`config.mk`:
```
export PLATFORM = sky130hd
export DESIGN_NAME = brp_boot_reset_power
export DESIGN_NICKNAME = d
export VERILOG_FILES = /design/src/brp_pkg.sv /design/src/brp_boot_reset_power.sv /design/src/brp_sync.sv
export SDC_FILE = /design/constraint.sdc
export NUM_CORES = 1
export LEC_CHECK = 0
export BUFFER_PORTS_ARGS = -buffer_cell sky130_fd_sc_hd__buf_2
export CORE_UTILIZATION = 35
export DETAILED_ROUTE_END_ITERATION = 10
export GPL_TIMING_DRIVEN = 0
export PLACE_DENSITY_LB_ADDON = 0.12
export SLEW_MARGIN = 20
export SYNTH_ARGS = -nofsm -noshare
export SYNTH_HDL_FRONTEND = slang
export SYNTH_SLANG_ARGS = --single-unit
```
`constraint.sdc`:
```
create_clock -name clk_sys -period 2.3 [get_ports clk_sys]
set_clock_uncertainty 0.2 [all_clocks]
set_input_delay 0.46 -clock clk_sys [delete_from_list [all_inputs] [get_ports clk_sys]]
set_output_delay 0.46 -clock clk_sys [all_outputs]
set_load 0.03 [all_outputs]
```
`src/brp_pkg.sv`:
```
// Package for the boot, reset and power control block
package brp_pkg;

    // Strap pattern: each pin is floating, driven low or driven high
    typedef enum logic [1:0]
    {
        PIN_LOW = 2'h0,
        PIN_HIGH = 2'h1,
        PIN_FLOAT = 2'h2
    } brp_pin_t;

    typedef enum logic [2:0]
    {
        BOOT_NONE = 3'h0,
        BOOT_USB = 3'h1,
        BOOT_I2C_USB = 3'h2,
        BOOT_I2C_ONLY = 3'h3,
        BOOT_SPI_USB = 3'h4
    } brp_boot_t;

    typedef enum logic [2:0]
    {
        PM_NORMAL = 3'h0,
        PM_SUSPEND = 3'h1,
        PM_STANDBY = 3'h2,
        PM_POWERDOWN = 3'h3
    } brp_power_t;

    // Soft and firmware control inputs, one set per cycle
    typedef struct packed
    {
        logic cpuSoftReset;
        logic deviceSoftReset;
        logic wdogDisable;
        logic wdogKick;
        logic enterSuspend;
        logic enterStandby;
        logic bootFailed;
    } brp_ctrl_t;

    // Outputs to the rest of the chip
    typedef struct packed
    {
        logic coreReset;
        logic pcReset;
        logic firmwareLost;
        logic ioTristate;
        logic cpuClockEn;
        logic pllEn;
        logic usbPhyEn;
        logic csiCoreReset;
        logic wdogIrq;
        logic i2cMaster;
        logic spiBoot;
        logic usbBootEn;
    } brp_stat_t;

    localparam int CLK_HZ = 50000000;
    localparam int WDOG_HZ = 32768;
    localparam logic [15:0] WDOG_RELOAD = 16'h8000;
    localparam logic [15:0] WDOG_ZERO = 16'h0000;
    localparam logic [15:0] WDOG_ONE = 16'h0001;

    // PLL multiply per input band, chosen so the core rate stays fixed
    localparam logic [5:0] PLL_MULT_LOW = 6'h14;
    localparam logic [5:0] PLL_MULT_MID = 6'h0a;
    localparam logic [5:0] PLL_MULT_HIGH = 6'h05;
    localparam logic [1:0] BAND_LOW = 2'h0;
    localparam logic [1:0] BAND_MID = 2'h1;

endpackage

```
`src/brp_boot_reset_power.sv`:
```
// Boot source select, resets, watchdog and power mode control
`timescale 1ns/10ps
module brp_boot_reset_power
(
    // Clock and reset
    input wire logic clk_sys,
    input wire logic reset,
    // Pins
    input wire logic hardReset_n,
    input wire logic csiReset,
    input wire logic wdogClkPin,
    input wire brp_pkg::brp_pin_t [2:0] boot_select_straps,
    input wire logic [1:0] refBand,
    input wire logic wakeEvent,
    input wire logic powerDown,
    // Firmware control
    input wire brp_pkg::brp_ctrl_t ctrl,
    // Status
    output brp_pkg::brp_stat_t stat,
    output brp_pkg::brp_boot_t bootSource,
    output brp_pkg::brp_power_t powerMode,
    output logic [5:0] pllMult
);
    // ==================================================
    // Pin synchronisers
    logic hardResetSync_n;
    logic csiResetSync;
    logic wdogClkSync;
    logic wakeSync;
    logic pdSync;
    brp_pkg::brp_pin_t [2:0] strapSync;
    logic [1:0] bandSync;

    brp_sync #(.W(13)) u_sync
    (
        .clk_sys(clk_sys),
        .din({hardReset_n, csiReset, wdogClkPin, wakeEvent, powerDown, boot_select_straps, refBand}),
        .dout({hardResetSync_n, csiResetSync, wdogClkSync, wakeSync, pdSync, strapSync, bandSync})
    );

    // ==================================================
    // Reset and boot select
    logic fullReset;
    logic hardPrev_q;
    logic hardPrev_d;
    brp_pkg::brp_boot_t boot_q;
    brp_pkg::brp_boot_t boot_d;
    logic usbFallback_q;
    logic usbFallback_d;

    assign fullReset = reset | ~hardResetSync_n | ctrl.deviceSoftReset;

    always_comb
    begin
        hardPrev_d = hardResetSync_n;
        boot_d = boot_q;
        usbFallback_d = usbFallback_q;
        if (fullReset)
        begin
            boot_d = brp_pkg::BOOT_NONE;
            usbFallback_d = 1'b0;
        end
        else if (!hardPrev_q || boot_q == brp_pkg::BOOT_NONE)
        begin
            // Latch once at release; held until the next full reset
            if (strapSync[2] == brp_pkg::PIN_FLOAT && strapSync[1] == brp_pkg::PIN_HIGH
                && strapSync[0] == brp_pkg::PIN_HIGH)
                boot_d = brp_pkg::BOOT_USB;
            else if (strapSync[2] == brp_pkg::PIN_FLOAT && strapSync[1] == brp_pkg::PIN_HIGH
                && strapSync[0] == brp_pkg::PIN_FLOAT)
                boot_d = brp_pkg::BOOT_I2C_USB;
            else if (strapSync[2] == brp_pkg::PIN_HIGH && strapSync[1] == brp_pkg::PIN_FLOAT
                && strapSync[0] == brp_pkg::PIN_FLOAT)
                boot_d = brp_pkg::BOOT_I2C_ONLY;
            else if (strapSync[2] == brp_pkg::PIN_LOW && strapSync[1] == brp_pkg::PIN_FLOAT
                && strapSync[0] == brp_pkg::PIN_HIGH)
                boot_d = brp_pkg::BOOT_SPI_USB;
            else
                boot_d = brp_pkg::BOOT_USB;
        end
        else if (ctrl.bootFailed && (boot_q == brp_pkg::BOOT_I2C_USB || boot_q == brp_pkg::BOOT_SPI_USB))
        begin
            usbFallback_d = 1'b1;
        end
    end

    always_ff @(posedge clk_sys)
    begin
        hardPrev_q <= hardPrev_d;
        boot_q <= boot_d;
        usbFallback_q <= usbFallback_d;
    end

    // ==================================================
    // Watchdog on the 32 kHz pin clock, sampled by clk_sys
    logic wdClkPrev_q;
    logic wdClkPrev_d;
    logic [15:0] wdCount_q;
    logic [15:0] wdCount_d;
    logic wdExpire;
    logic wdTick;

    assign wdTick = wdogClkSync & ~wdClkPrev_q;
    assign wdExpire = wdTick && !ctrl.wdogDisable && wdCount_q == brp_pkg::WDOG_ONE;

    always_comb
    begin
        wdClkPrev_d = wdogClkSync;
        wdCount_d = wdCount_q;
        if (fullReset || ctrl.wdogDisable || ctrl.wdogKick)
            wdCount_d = brp_pkg::WDOG_RELOAD;
        else if (wdTick)
        begin
            if (wdCount_q == brp_pkg::WDOG_ONE || wdCount_q == brp_pkg::WDOG_ZERO)
                wdCount_d = brp_pkg::WDOG_RELOAD;
            else
                wdCount_d = wdCount_q - brp_pkg::WDOG_ONE;
        end
    end

    always_ff @(posedge clk_sys)
    begin
        wdClkPrev_q <= wdClkPrev_d;
        wdCount_q <= wdCount_d;
    end

    // ==================================================
    // Power mode state
    brp_pkg::brp_power_t mode_q;
    brp_pkg::brp_power_t mode_d;
    logic pcPulse;

    always_comb
    begin
        mode_d = mode_q;
        pcPulse = 1'b0;
        if (fullReset)
            mode_d = brp_pkg::PM_NORMAL;
        else
        begin
            unique case (mode_q)
                brp_pkg::PM_NORMAL:
                begin
                    if (pdSync)
                        mode_d = brp_pkg::PM_POWERDOWN;
                    else if (ctrl.enterStandby)
                        mode_d = brp_pkg::PM_STANDBY;
                    else if (ctrl.enterSuspend)
                        mode_d = brp_pkg::PM_SUSPEND;
                end
                brp_pkg::PM_SUSPEND:
                begin
                    // Resume without touching the program counter
                    if (wakeSync)
                        mode_d = brp_pkg::PM_NORMAL;
                end
                brp_pkg::PM_STANDBY:
                begin
                    if (wakeSync || wdExpire)
                    begin
                        mode_d = brp_pkg::PM_NORMAL;
                        pcPulse = 1'b1;
                    end
                end
                brp_pkg::PM_POWERDOWN:
                begin
                    // Leaves only by full reset; firmware is lost
                    mode_d = brp_pkg::PM_POWERDOWN;
                end
                default:
                    mode_d = brp_pkg::PM_NORMAL;
            endcase
        end
    end

    always_ff @(posedge clk_sys)
    begin
        mode_q <= mode_d;
    end

    // ==================================================
    // Registered outputs
    brp_pkg::brp_stat_t stat_d;
    logic [5:0] mult_d;

    always_comb
    begin
        stat_d.coreReset = fullReset;
        stat_d.ioTristate = fullReset;
        stat_d.firmwareLost = fullReset || mode_q == brp_pkg::PM_POWERDOWN;
        // CPU soft reset: PC only, memory kept
        stat_d.pcReset = fullReset || ctrl.cpuSoftReset || pcPulse || (wdExpire && mode_q == brp_pkg::PM_NORMAL);
        stat_d.wdogIrq = wdExpire && mode_q == brp_pkg::PM_NORMAL;
        stat_d.csiCoreReset = fullReset || csiResetSync;
        stat_d.cpuClockEn = mode_q == brp_pkg::PM_NORMAL;
        stat_d.pllEn = mode_q == brp_pkg::PM_NORMAL || mode_q == brp_pkg::PM_SUSPEND;
        stat_d.usbPhyEn = mode_q == brp_pkg::PM_NORMAL || mode_q == brp_pkg::PM_SUSPEND;
        stat_d.i2cMaster = boot_q == brp_pkg::BOOT_I2C_USB || boot_q == brp_pkg::BOOT_I2C_ONLY;
        stat_d.spiBoot = boot_q == brp_pkg::BOOT_SPI_USB;
        stat_d.usbBootEn = boot_q == brp_pkg::BOOT_USB || usbFallback_q;
        if (bandSync == brp_pkg::BAND_LOW)
            mult_d = brp_pkg::PLL_MULT_LOW;
        else if (bandSync == brp_pkg::BAND_MID)
            mult_d = brp_pkg::PLL_MULT_MID;
        else
            mult_d = brp_pkg::PLL_MULT_HIGH;
    end

    always_ff @(posedge clk_sys)
    begin
        stat <= stat_d;
        bootSource <= boot_q;
        powerMode <= mode_q;
        pllMult <= mult_d;
    end
endmodule

```
`src/brp_sync.sv`:
```
// Two flip-flop synchroniser for pin inputs
`timescale 1ns/10ps
module brp_sync #(
    parameter int W = 1
)
(
    // Clock
    input wire logic clk_sys,
    // Data
    input wire logic [W-1:0] din,
    output logic [W-1:0] dout
);
    logic [W-1:0] meta_q;

    always_ff @(posedge clk_sys)
    begin
        meta_q <= din;
        dout <= meta_q;
    end
endmodule

```
==> qor.csv, run 1 <==
stage;metric;value;unit
cts;clk_lat worst skew;0.33;ns
sta;crit path time final;1.99;ns
critical_path;crit-path max FO;6;
detailed_routing;DR pass1 iterations;4;
critical_path;critical path type;register to register;
sta;worst setup margin;0.308;ns
logic_synthesis;post-synthesis sequential area ratio;0.611;
global_route;vias in the first global route;1356;
logic_synthesis;Synth Instances;203;
layout;Layout area overhead;20.9;%
cts;CTS tree;yes;
logic_synthesis;synthesized cell area;0.00226;mm^2
die;Starting Density;0.373;
die;die span in y;82.4;um
placement;dpl hpwl;2500;um
detailed_routing;1st-iter DRT viols;50;
cts;Clock Path Buffers;2;
layout;storage element area;0.00138;mm^2
global_route;Global Route Usage Sum;0.120;
global_route;largest net degree at the start of global routing;11;
critical_path;R2R depth;5;
die;Die X;82.4;um
layout;Layout fillers;570;
detailed_routing;final WL;3530;um
sta;Tcrit/Tclk final;0.866;
power;Cell Pwr Density;805;mW/mm^2
flow_run;max-cap violations;0;
critical_path;r2r setup slk;0.31;ns
logic_synthesis;Synth Warn #;0;
logic_synthesis;Post-synth EDFFs;0;
min_path;Worst Hold Path Cells;1;
cts;CTS root buffer;clkbuf_8;
logic_synthesis;Avg Cell Area, Syn;11.1;um^2
cts;CTS resizes;0;
detailed_routing;per-cell routed wire length;10.5;um
sta;Final Hold Vio Count;0;
detailed_routing;DR vias;1470;
logic_synthesis;Post-synth ARST share;0;
critical_path;Critical Path End;wdCount_q[7]$_SDFFE_PP0N_;
detailed_routing;vias per inst;4.36;
logic_synthesis;Synth area leaders;dfxtp_1 61%, nor2_1 4.0%, xor2_1 3.5%, ha_1 3.3%, buf_4 2.0%;
global_route;first-pass GRT wire length;5820;um
die;CORE AREA;0.00606;mm^2
placement;final RePlAce weighted congestion;0.712;
layout;multi-input logic area;801;um^2
min_path;Hold Path Class;input pin to register;
logic_synthesis;leading area contributor after synthesis;dfxtp_1;
logic_synthesis;synth cell count leaders;69 x dfxtp_1, 24 x nor2_1, 11 x nand2_1;
power;total power;2.20;mW
layout;share of layout cells above drive strength 1;0.286;
logic_synthesis;Yosys reg bits;69;
sta;Min Hold Slack;0.0298;ns
detailed_routing;post-route DRC violation count;0;
sta;unrepaired setup endpoints after global routing;no;
critical_path;Setup crit start kind;register;
global_route;GR Overflow Total;0;
cts;CTS Buf Count;9;
sta;Slew Viols, Final;0;
status;status;finished clean;
sta;final setup vio count;0;
logic_synthesis;ys flop type;dfxtp_1;
die;number of cell rows;28;
logic_synthesis;Synth cell types;42;
power;worst vdd ir;355;uV
logic_synthesis;top cell type's share of synthesized area;0.611;
power;Lkg Pwr;1.20;nW
detailed_routing;Final ANT Viol Nets;0;
placement;Port-buffer cells;43;
critical_path;CP Capture Type;register;
logic_synthesis;most common cell in the synthesized netlist;dfxtp_1;
critical_path;Critical Path RT;2.32;ns
critical_path;Arrival @ worst endpoint;2.01;ns
cts;Sink Count;69;
critical_path;reg-to-reg endpoint;wdCount_q[7]$_SDFFE_PP0N_;
cts;Post-CTS Hold Fix Bufs;0;
die;io pins;46;
layout;Final nets;286;
sta;f_max;502;MHz
critical_path;worst r2r src;u_sync.dout[10]$_DFF_P_;
cts;Post-CTS Setup Inserts;0;
layout;antenna fix cells;0;
critical_path;Worst Setup SP;u_sync.dout[10]$_DFF_P_;
sta;max_slew headroom;0.540;
global_route;initial antenna violation count;0;
placement;pre-CTS worst setup slack;0.156;ns
sta;setup tns final;0;ns
sta;Least-Margin Pin Slew;0.680;ns
die;Total Die Area;0.00678;mm^2
cts;H-tree level count;3;
cts;Clk pin slew, worst setup/hold paths;0.06;ns
## placed cells by master (no fill, tap or decap), types with 2 or more instances in the layout
cell type | synthesis | routed
dfxtp_1 | 69 | 69
buf_2 | 0 | 43
nor2_1 | 24 | 24
nand2_1 | 11 | 11
clkbuf_8 | 0 | 10
xor2_1 | 9 | 9
inv_1 | 8 | 8
o21ai_0 | 7 | 7
buf_4 | 6 | 6
ha_1 | 6 | 6
a21oi_1 | 5 | 5
nor3b_1 | 4 | 4
clkbuf_1 | 1 | 4
xnor2_1 | 4 | 4
nand2b_1 | 3 | 3
nor4_1 | 3 | 3
nor3_1 | 3 | 3
or3_1 | 3 | 3
nor3b_2 | 2 | 2
and2_2 | 2 | 2
nor2b_1 | 2 | 2
a21o_1 | 2 | 2
a21boi_0 | 2 | 2
a22oi_1 | 2 | 2
nand3_1 | 2 | 2
a211oi_1 | 2 | 2
o21ai_2 | 2 | 2
nor4b_1 | 2 | 2
mux2i_1 | 2 | 2
conb_1 | 1 | 2
clkinv_2 | 0 | 2
## worst min-delay path by stage
stage / endpoint / from
finish: u_sync.meta_q[7]$_DFF_P_ / boot_select_straps[5]
global route: u_sync.meta_q[3]$_DFF_P_ / boot_select_straps[1]
floorplan: u_sync.dout[0]$_DFF_P_ / u_sync.meta_q[0]$_DFF_P_
detailed placement: u_sync.dout[12]$_DFF_P_ / u_sync.meta_q[12]$_DFF_P_
CTS: u_sync.meta_q[3]$_DFF_P_ / boot_select_straps[1]
global placement: u_sync.dout[6]$_DFF_P_ / u_sync.meta_q[6]$_DFF_P_
## flip-flops by register name, summed over array words and instances (netlist names)
signal and count:
usbFallback_q 1, bootSource 3, u_sync.dout 13, pllMult 4, mode_q 2, boot_q 3
powerMode 2, u_sync.meta_q 13, wdCount_q 16, wdClkPrev_q 1, hardPrev_q 1, stat 10
## power by group
| group | leakage (nW) | switching [mW] | internal (mW) |
|---|---|---|---|
| Clock | 0.0833 | 0.388 | 0.412 |
| Sequential | 0.570 | 0.0191 | 1.24 |
| Combinational | 0.546 | 0.0824 | 0.0617 |
## cell families after synthesis
kind of cell             count (synthesis)  synth area share
multiplexers                             2           0.00885
AO/OA/AOI/OAI                           24            0.0681
XOR/XNOR                                13            0.0504
buffers and inverters                   16            0.0365
AND/OR/NAND/NOR                         72             0.190
other                                    1           0.00166
adder cells (fa/ha/maj)                  6            0.0332
flip-flops                              69             0.611
## cell type report
| type | instances | area share |
|---|---|---|
| Sequential cell | 69 | 0.505 |
| Multi-Input combinational cell | 119 | 0.293 |
| Timing Repair Buffer | 43 | 0.0788 |
| Clock buffer | 13 | 0.0545 |
| Tap cell | 75 | 0.0343 |
| Buffer | 7 | 0.0179 |
| Inverter | 9 | 0.0124 |
| Clock inverter | 2 | 0.00366 |
## layer usage
layer  GRT usage  wire [um]
met1       0.129       1690
met2       0.184       1500
met3      0.0560        217
met4      0.0895        119
met5           0          0
## stage by stage
stage	std cells	instance area [um^2]	util
2_1_floorplan	204	2260	-
3_3_place_gp	322	2570	0.425
3_5_place_dp	322	2570	0.425
4_1_cts	337	2730	0.451
5_1_grt	337	2730	0.451
6_report	337	2730	0.451
## critical path: stages (launching register included)
cell	delay, ns
dfxtp_1	0.34
nor2b_1	0.37
nor4b_1	0.62
nand2_1	0.14
xor2_1	0.16
nor2_1	0.05
Note: power is estimated with default switching activity, not from simulation.
==> run 2: changes to the inputs <==
--- a/config.mk
+++ b/config.mk
@@ -9,7 +9,7 @@
 export CORE_UTILIZATION = 35
 export DETAILED_ROUTE_END_ITERATION = 10
 export GPL_TIMING_DRIVEN = 0
-export PLACE_DENSITY_LB_ADDON = 0.12
+export PLACE_DENSITY = 0.55
 export SLEW_MARGIN = 20
 export SYNTH_ARGS = -nofsm -noshare
 export SYNTH_HDL_FRONTEND = slang
==> run 2 against run 1 <==
Compared with the run above: final cell count up 0.59%; sequential power hardly changed; combinational power is essentially flat; routed wire length up 3.7%; critical path type unchanged; largest power group unchanged.
==> qor.csv, run 2 (synthesized netlist as in run 1, its figures left out) <==
stage;metric;value;unit;change
placement;final RePlAce weighted congestion;0.779;;+9.3%
cts;Clock Path Buffers;2;;unchanged
die;io pins;46;;unchanged
die;Total Die Area;0.00678;mm^2;unchanged
die;Die X;82.4;um;unchanged
critical_path;Setup crit start kind;register;;
layout;storage element area;0.00138;mm^2;unchanged
detailed_routing;Routed met2 length;1640;um;+9.2%
detailed_routing;DR vias;1483;;+0.88%
layout;most frequent cells in the layout;69 x dfxtp_1, 43 x buf_2, 24 x nor2_1;;
global_route;largest net degree at the start of global routing;13;;+2
sta;f_max;482;MHz;-3.9%
critical_path;CP bufs+invs;1;;+1
global_route;first-pass GRT wire length;5940;um;+2.1%
cts;CTS Buf Count;9;;unchanged
min_path;Worst Hold Path Cells;1;;unchanged
sta;Tcrit/Tclk final;0.902;;+0.0356
global_route;GR Overflow Total;0;;unchanged
layout;share of layout cells above drive strength 1;0.295;;+0.00920
detailed_routing;DR pass1 iterations;4;;unchanged
cts;clk_lat worst skew;0.33;ns;about the same
cts;Sink Count;69;;unchanged
critical_path;reg-to-reg endpoint;wdCount_q[6]$_SDFFE_PP0N_;;
detailed_routing;final WL;3660;um;+3.7%
min_path;Hold Path Class;input pin to register;;
flow_run;max-cap violations;0;;unchanged
sta;final setup vio count;0;;unchanged
die;die span in y;82.4;um;unchanged
critical_path;critical-path cell list;nor4_1 -> nand4_2 -> o21ai_2 -> buf_4 -> nor2_1;;
detailed_routing;vias per inst;4.37;;+0.29%
placement;dpl hpwl;2540;um;+1.8%
cts;CTS root buffer;clkbuf_8;;
critical_path;Critical Path RT;2.33;ns;about the same
critical_path;R2R depth;5;;unchanged
sta;setup tns final;0;ns;unchanged
min_path;Hold Startpoint;csiReset;;
global_route;vias in the first global route;1342;;-1.0%
die;Starting Density;0.373;;unchanged
placement;DP Area;0.00257;mm^2;unchanged
die;number of cell rows;28;;unchanged
critical_path;cell family with most CP delay;simple AND/OR/NAND/NOR gates;;
detailed_routing;1st-iter DRT viols;59;;+18%
layout;Largest register FFs;16;;unchanged
power;Lkg Pwr;1.22;nW;+1.7%
layout;Layout fillers;609;;+6.8%
critical_path;r2r setup slk;0.23;ns;-0.08 ns
power;worst vdd ir;552;uV;+56%
critical_path;critical path's slowest cell;nor4_1;;
detailed_routing;Highest Signal Layer;met4;;
die;CORE AREA;0.00606;mm^2;unchanged
layout;Final Cell Area;0.00279;mm^2;+1.9%
critical_path;Arrival @ worst endpoint;2.10;ns;+0.09 ns
critical_path;crit-path max FO;10;;+4
critical_path;CP peak stage delay;0.56;ns;-0.06 ns
critical_path;critical path type;register to register;;
detailed_routing;post-route DRC violation count;0;;unchanged
layout;biggest regs;wdCount_q (16), u_sync.dout (13), u_sync.meta_q (13);;
sta;Least-Margin Pin Slew;0.656;ns;-0.0248 ns
cts;CTS tree;yes;;
cts;CTS resizes;0;;unchanged
layout;most common cell after layout, fill and taps aside;dfxtp_1;;
layout;most flop-heavy register;wdCount_q;;
detailed_routing;met1 WL;1730;um;+1.9%
layout;multi-input logic area;801;um^2;unchanged
min_path;Worst Hold Path EP;u_sync.meta_q[11]$_DFF_P_;;
detailed_routing;Final ANT Viol Nets;0;;unchanged
sta;Slew Viols, Final;0;;unchanged
sta;crit path time final;2.07;ns;+0.0818 ns
placement;Port-buffer cells;43;;unchanged
detailed_routing;per-cell routed wire length;10.8;um;+3.0%
detailed_routing;met3 routed WL;221;um;+1.8%
sta;Final Hold Vio Count;0;;unchanged
global_route;Global Route Usage Sum;0.123;;+0.00268
power;Cell Pwr Density;855;mW/mm^2;+6.2%
layout;antenna fix cells;0;;unchanged
layout;Final nets;287;;+0.35%
critical_path;worst r2r src;wdCount_q[9]$_SDFFE_PP0N_;;
cts;H-tree level count;3;;unchanged
cts;Clk pin slew, worst setup/hold paths;0.07;ns;about the same
critical_path;CP Capture Type;register;;
sta;unrepaired setup endpoints after global routing;no;;
global_route;initial antenna violation count;0;;unchanged
layout;Layout area overhead;23.2;%;
sta;max_slew headroom;0.557;;+0.0168
status;status;finished clean;;
run 2: how the worst max path moves through the flow:
stage,to,from,cells past startpoint
4_1_cts,wdCount_q[6]$_SDFFE_PP0N_,wdCount_q[9]$_SDFFE_PP0N_,5
5_1_grt,wdCount_q[6]$_SDFFE_PP0N_,wdCount_q[9]$_SDFFE_PP0N_,5
2_1_floorplan,wdCount_q[15]$_SDFFE_PP1N_,reset,5
3_3_place_gp,wdCount_q[15]$_SDFFE_PP1N_,reset,6
3_5_place_dp,wdCount_q[15]$_SDFFE_PP1N_,reset,6
6_report,wdCount_q[6]$_SDFFE_PP0N_,wdCount_q[9]$_SDFFE_PP0N_,5
run 2: power by group:
| group | internal [mW] | total (mW) | switching [mW] |
|---|---|---|---|
| registers | 1.24 | 1.26 | 0.0185 |
| clock network | 0.532 | 0.980 | 0.448 |
| logic | 0.0628 | 0.145 | 0.0826 |
| total | 1.83 | 2.38 | 0.549 |
run 2: cell type report:
type,count,area share
multi-input combinational,119,0.288
inverter,9,0.0121
clock inverter,5,0.0216
sequential,69,0.496
buffer,7,0.0175
clock buffer,11,0.0508
timing repair buffer,44,0.0809
tap,75,0.0337
run 2: stage by stage:
step | hold slack, ns | cells | power (mW) | worst slack [ns] | utilization
2_1_floorplan | 0.110 | 204 | 1.38 | 0.462 | -
3_3_place_gp | 0.112 | 322 | 1.43 | 0.109 | 0.425
3_5_place_dp | 0.112 | 322 | 1.43 | 0.0880 | 0.425
4_1_cts | 0.00302 | 338 | 2.41 | 0.237 | 0.458
5_1_grt | 0.00403 | 339 | 2.48 | 0.113 | 0.460
6_report | 0.0215 | 339 | 2.38 | 0.226 | 0.460
run 2: what timing repair did:
action / 4_1_cts / 5_1_grt
endpoints found under the hold margin: 0 / 1
buffers inserted: 0 / 0
hold buffers: 0 / 1
run 2: worst reg2reg max path, stage by stage (launching register included):
cell	delay (ns)
dfxtp_1	0.35
nor4_1	0.56
nand4_2	0.20
o21ai_2	0.36
buf_4	0.24
nor2_1	0.07
run 2: per-layer routing:
metal	GRT usage	vias to the layer above
met1	0.147	654
met4	0.0842	0
met2	0.182	34
met5	0	-
met3	0.0462	6
li1	-	789
==> run 3: changes to the inputs <==
--- a/config.mk
+++ b/config.mk
@@ -6,10 +6,13 @@
 export NUM_CORES = 1
 export LEC_CHECK = 0
 export BUFFER_PORTS_ARGS = -buffer_cell sky130_fd_sc_hd__buf_2
+export CELL_PAD_IN_SITES_DETAIL_PLACEMENT = 0
+export CELL_PAD_IN_SITES_GLOBAL_PLACEMENT = 1
 export CORE_UTILIZATION = 35
+export CTS_CLUSTER_DIAMETER = 80
 export DETAILED_ROUTE_END_ITERATION = 10
 export GPL_TIMING_DRIVEN = 0
-export PLACE_DENSITY = 0.55
+export PLACE_DENSITY = 0.67
 export SLEW_MARGIN = 20
 export SYNTH_ARGS = -nofsm -noshare
 export SYNTH_HDL_FRONTEND = slang
==> run 3 against run 2 <==
Compared with the run above: register-to-register slack gained 0.06 ns; critical endpoint is now wdCount_q[7]$_SDFFE_PP0N_; largest power group unchanged; power is 5.6% lower; largest cell class unchanged; clock-buffer cell count shrank 2; final cell count increased by 0.59%; highest routed layer unchanged.
==> qor.csv, run 3 (synthesized netlist as in run 1, its figures left out) <==
stage;metric;value;unit;change
global_route;Global Route Usage Sum;0.118;;-0.00463
critical_path;R2R depth;5;;unchanged
cts;Post-CTS Setup Inserts;0;;unchanged
critical_path;critical path type;register to register;;
power;total power;2.25;mW;-5.6%
sta;unrepaired setup endpoints after global routing;no;;
power;Psw;555;uW;+1.1%
sta;max_slew headroom;0.497;;-0.0594
die;number of cell rows;28;;unchanged
placement;post-placement cell count;322;;unchanged
critical_path;Worst Setup SP;u_sync.dout[10]$_DFF_P_;;
critical_path;r2r setup slk;0.29;ns;+0.06 ns
critical_path;Critical Path End;wdCount_q[7]$_SDFFE_PP0N_;;
cts;Sink Count;69;;unchanged
power;Lkg Pwr;1.21;nW;-0.78%
detailed_routing;Final ANT Viol Nets;0;;unchanged
detailed_routing;post-route DRC violation count;0;;unchanged
global_route;GR Overflow Total;0;;unchanged
power;clock network fraction of total power;0.376;;-0.036
critical_path;Setup crit start kind;register;;
status;status;finished clean;;
detailed_routing;DR pass1 iterations;4;;unchanged
global_route;initial antenna violation count;0;;unchanged
power;Sw Share;0.247;;+0.0163
power;Internal;1.69;mW;-7.6%
power;Sequential Power Share;0.558;;+0.031
flow_run;max-cap violations;0;;unchanged
layout;antenna fix cells;0;;unchanged
global_route;vias in the first global route;1348;;+0.45%
cts;Post-CTS Hold Fix Bufs;0;;unchanged
layout;Final nets;289;;+0.70%
die;Total Die Area;0.00678;mm^2;unchanged
power;Cell Pwr Density;809;mW/mm^2;-5.3%
power;Comb pwr share;0.066;;+0.005
global_route;first-pass GRT wire length;5760;um;-3.0%
layout;most frequent cells in the layout;69 x dfxtp_1, 43 x buf_2, 24 x nor2_1;;
placement;dpl hpwl;2500;um;-1.7%
critical_path;CP Capture Type;register;;
critical_path;reg-to-reg endpoint;wdCount_q[7]$_SDFFE_PP0N_;;
critical_path;worst r2r src;u_sync.dout[10]$_DFF_P_;;
sta;Min Hold Slack;0.0206;ns;-0.000924 ns
layout;Final Cell Area;0.00278;mm^2;-0.27%
detailed_routing;vias per inst;4.35;;-0.45%
detailed_routing;per-cell routed wire length;10.3;um;-4.4%
critical_path;crit-path max FO;6;;-4
layout;Largest register FFs;16;;unchanged
power;worst vdd ir;417;uV;-25%
die;Die X;82.4;um;unchanged
layout;biggest regs;wdCount_q (16), u_sync.dout (13), u_sync.meta_q (13);;
cts;CTS root buffer;clkbuf_8;;
sta;worst setup margin;0.287;ns;+0.0610 ns
sta;Tcrit/Tclk final;0.875;;-0.0265
sta;Final Hold Vio Count;0;;unchanged
layout;Final Util;0.458;;-0.00124
die;CORE AREA;0.00606;mm^2;unchanged
detailed_routing;met3 routed WL;235;um;+6.3%
cts;clk_lat worst skew;0.33;ns;about the same
global_route;largest net degree at the start of global routing;14;;+1
die;Starting Density;0.373;;unchanged
cts;CTS resizes;0;;unchanged
sta;Slew Viols, Final;0;;unchanged
layout;most flop-heavy register;wdCount_q;;
placement;DP Area;0.00257;mm^2;unchanged
detailed_routing;Highest Signal Layer;met4;;
min_path;Hold Path Class;input pin to register;;
cts;CTS Buf Count;9;;unchanged
die;io pins;46;;unchanged
critical_path;Arrival @ worst endpoint;2.05;ns;-0.05 ns
placement;Port-buffer cells;43;;unchanged
layout;Layout fillers;580;;-4.8%
layout;share of layout cells above drive strength 1;0.297;;+0.00154
detailed_routing;1st-iter DRT viols;41;;-31%
layout;most common cell after layout, fill and taps aside;dfxtp_1;;
cts;Clock Path Buffers;2;;unchanged
sta;final setup vio count;0;;unchanged
cts;Clk pin slew, worst setup/hold paths;0.07;ns;about the same
sta;f_max;497;MHz;+3.0%
cts;CTS tree;yes;;
layout;Layout area overhead;22.9;%;
sta;Least-Margin Pin Slew;0.743;ns;+0.0879 ns
cts;H-tree level count;3;;unchanged
sta;crit path time final;2.01;ns;-0.0610 ns
layout;final std cells w/o fill;341;;+0.59%
sta;setup tns final;0;ns;unchanged
placement;final RePlAce weighted congestion;0.727;;-6.7%
detailed_routing;met1 WL;1680;um;-2.7%
detailed_routing;final WL;3520;um;-3.9%
die;die span in y;82.4;um;unchanged
detailed_routing;Routed met2 length;1520;um;-7.3%
critical_path;Critical Path RT;2.33;ns;about the same
detailed_routing;DR vias;1485;;+0.13%
placement;pre-CTS worst setup slack;0.0493;ns;-0.0387 ns
==> run 3: how the worst min path moves through the flow <==
stage	from	end	cells past startpoint
6_report	boot_select_straps[2]	u_sync.meta_q[4]$_DFF_P_	1
5_1_grt	boot_select_straps[2]	u_sync.meta_q[4]$_DFF_P_	1
4_1_cts	refBand[0]	u_sync.meta_q[0]$_DFF_P_	1
3_5_place_dp	u_sync.meta_q[12]$_DFF_P_	u_sync.dout[12]$_DFF_P_	0
3_3_place_gp	u_sync.meta_q[11]$_DFF_P_	u_sync.dout[11]$_DFF_P_	0
2_1_floorplan	u_sync.meta_q[0]$_DFF_P_	u_sync.dout[0]$_DFF_P_	0
==> run 3: cell type report <==
class	instances	area [um^2]	share of cell area
flip-flops and latches	69	1380	0.497
multi-input cells	119	801	0.288
repair buffers	46	245	0.0883
clock buffers	9	124	0.0446
well taps	75	93.8	0.0338
clock inverters	7	50.0	0.0180
plain buffers	7	48.8	0.0176
inverters	9	33.8	0.0122
==> run 3: worst max-delay path: stages, from the launching register on <==
cell and delay (ns):
dfxtp_1 0.33, nor2b_1 0.35, nor4b_1 0.67, nand2_1 0.14, xor2_1 0.17, nor2_1 0.05
==> run 3: power by group through the flow <==
stage | logic (mW) | registers (mW) | clock network (mW)
floorplan | 0.0775 | 1.30 | 0
global placement | 0.146 | 1.28 | 0
detailed placement | 0.146 | 1.28 | 0
CTS | 0.146 | 1.26 | 0.882
global route | 0.165 | 1.26 | 0.940
finish | 0.149 | 1.25 | 0.844
==> run 3: per-layer routing <==
metal	up-vias	track usage
li1	791	-
met4	0	0.0684
met1	646	0.137
met2	39	0.179
met3	9	0.0549
met5	-	0
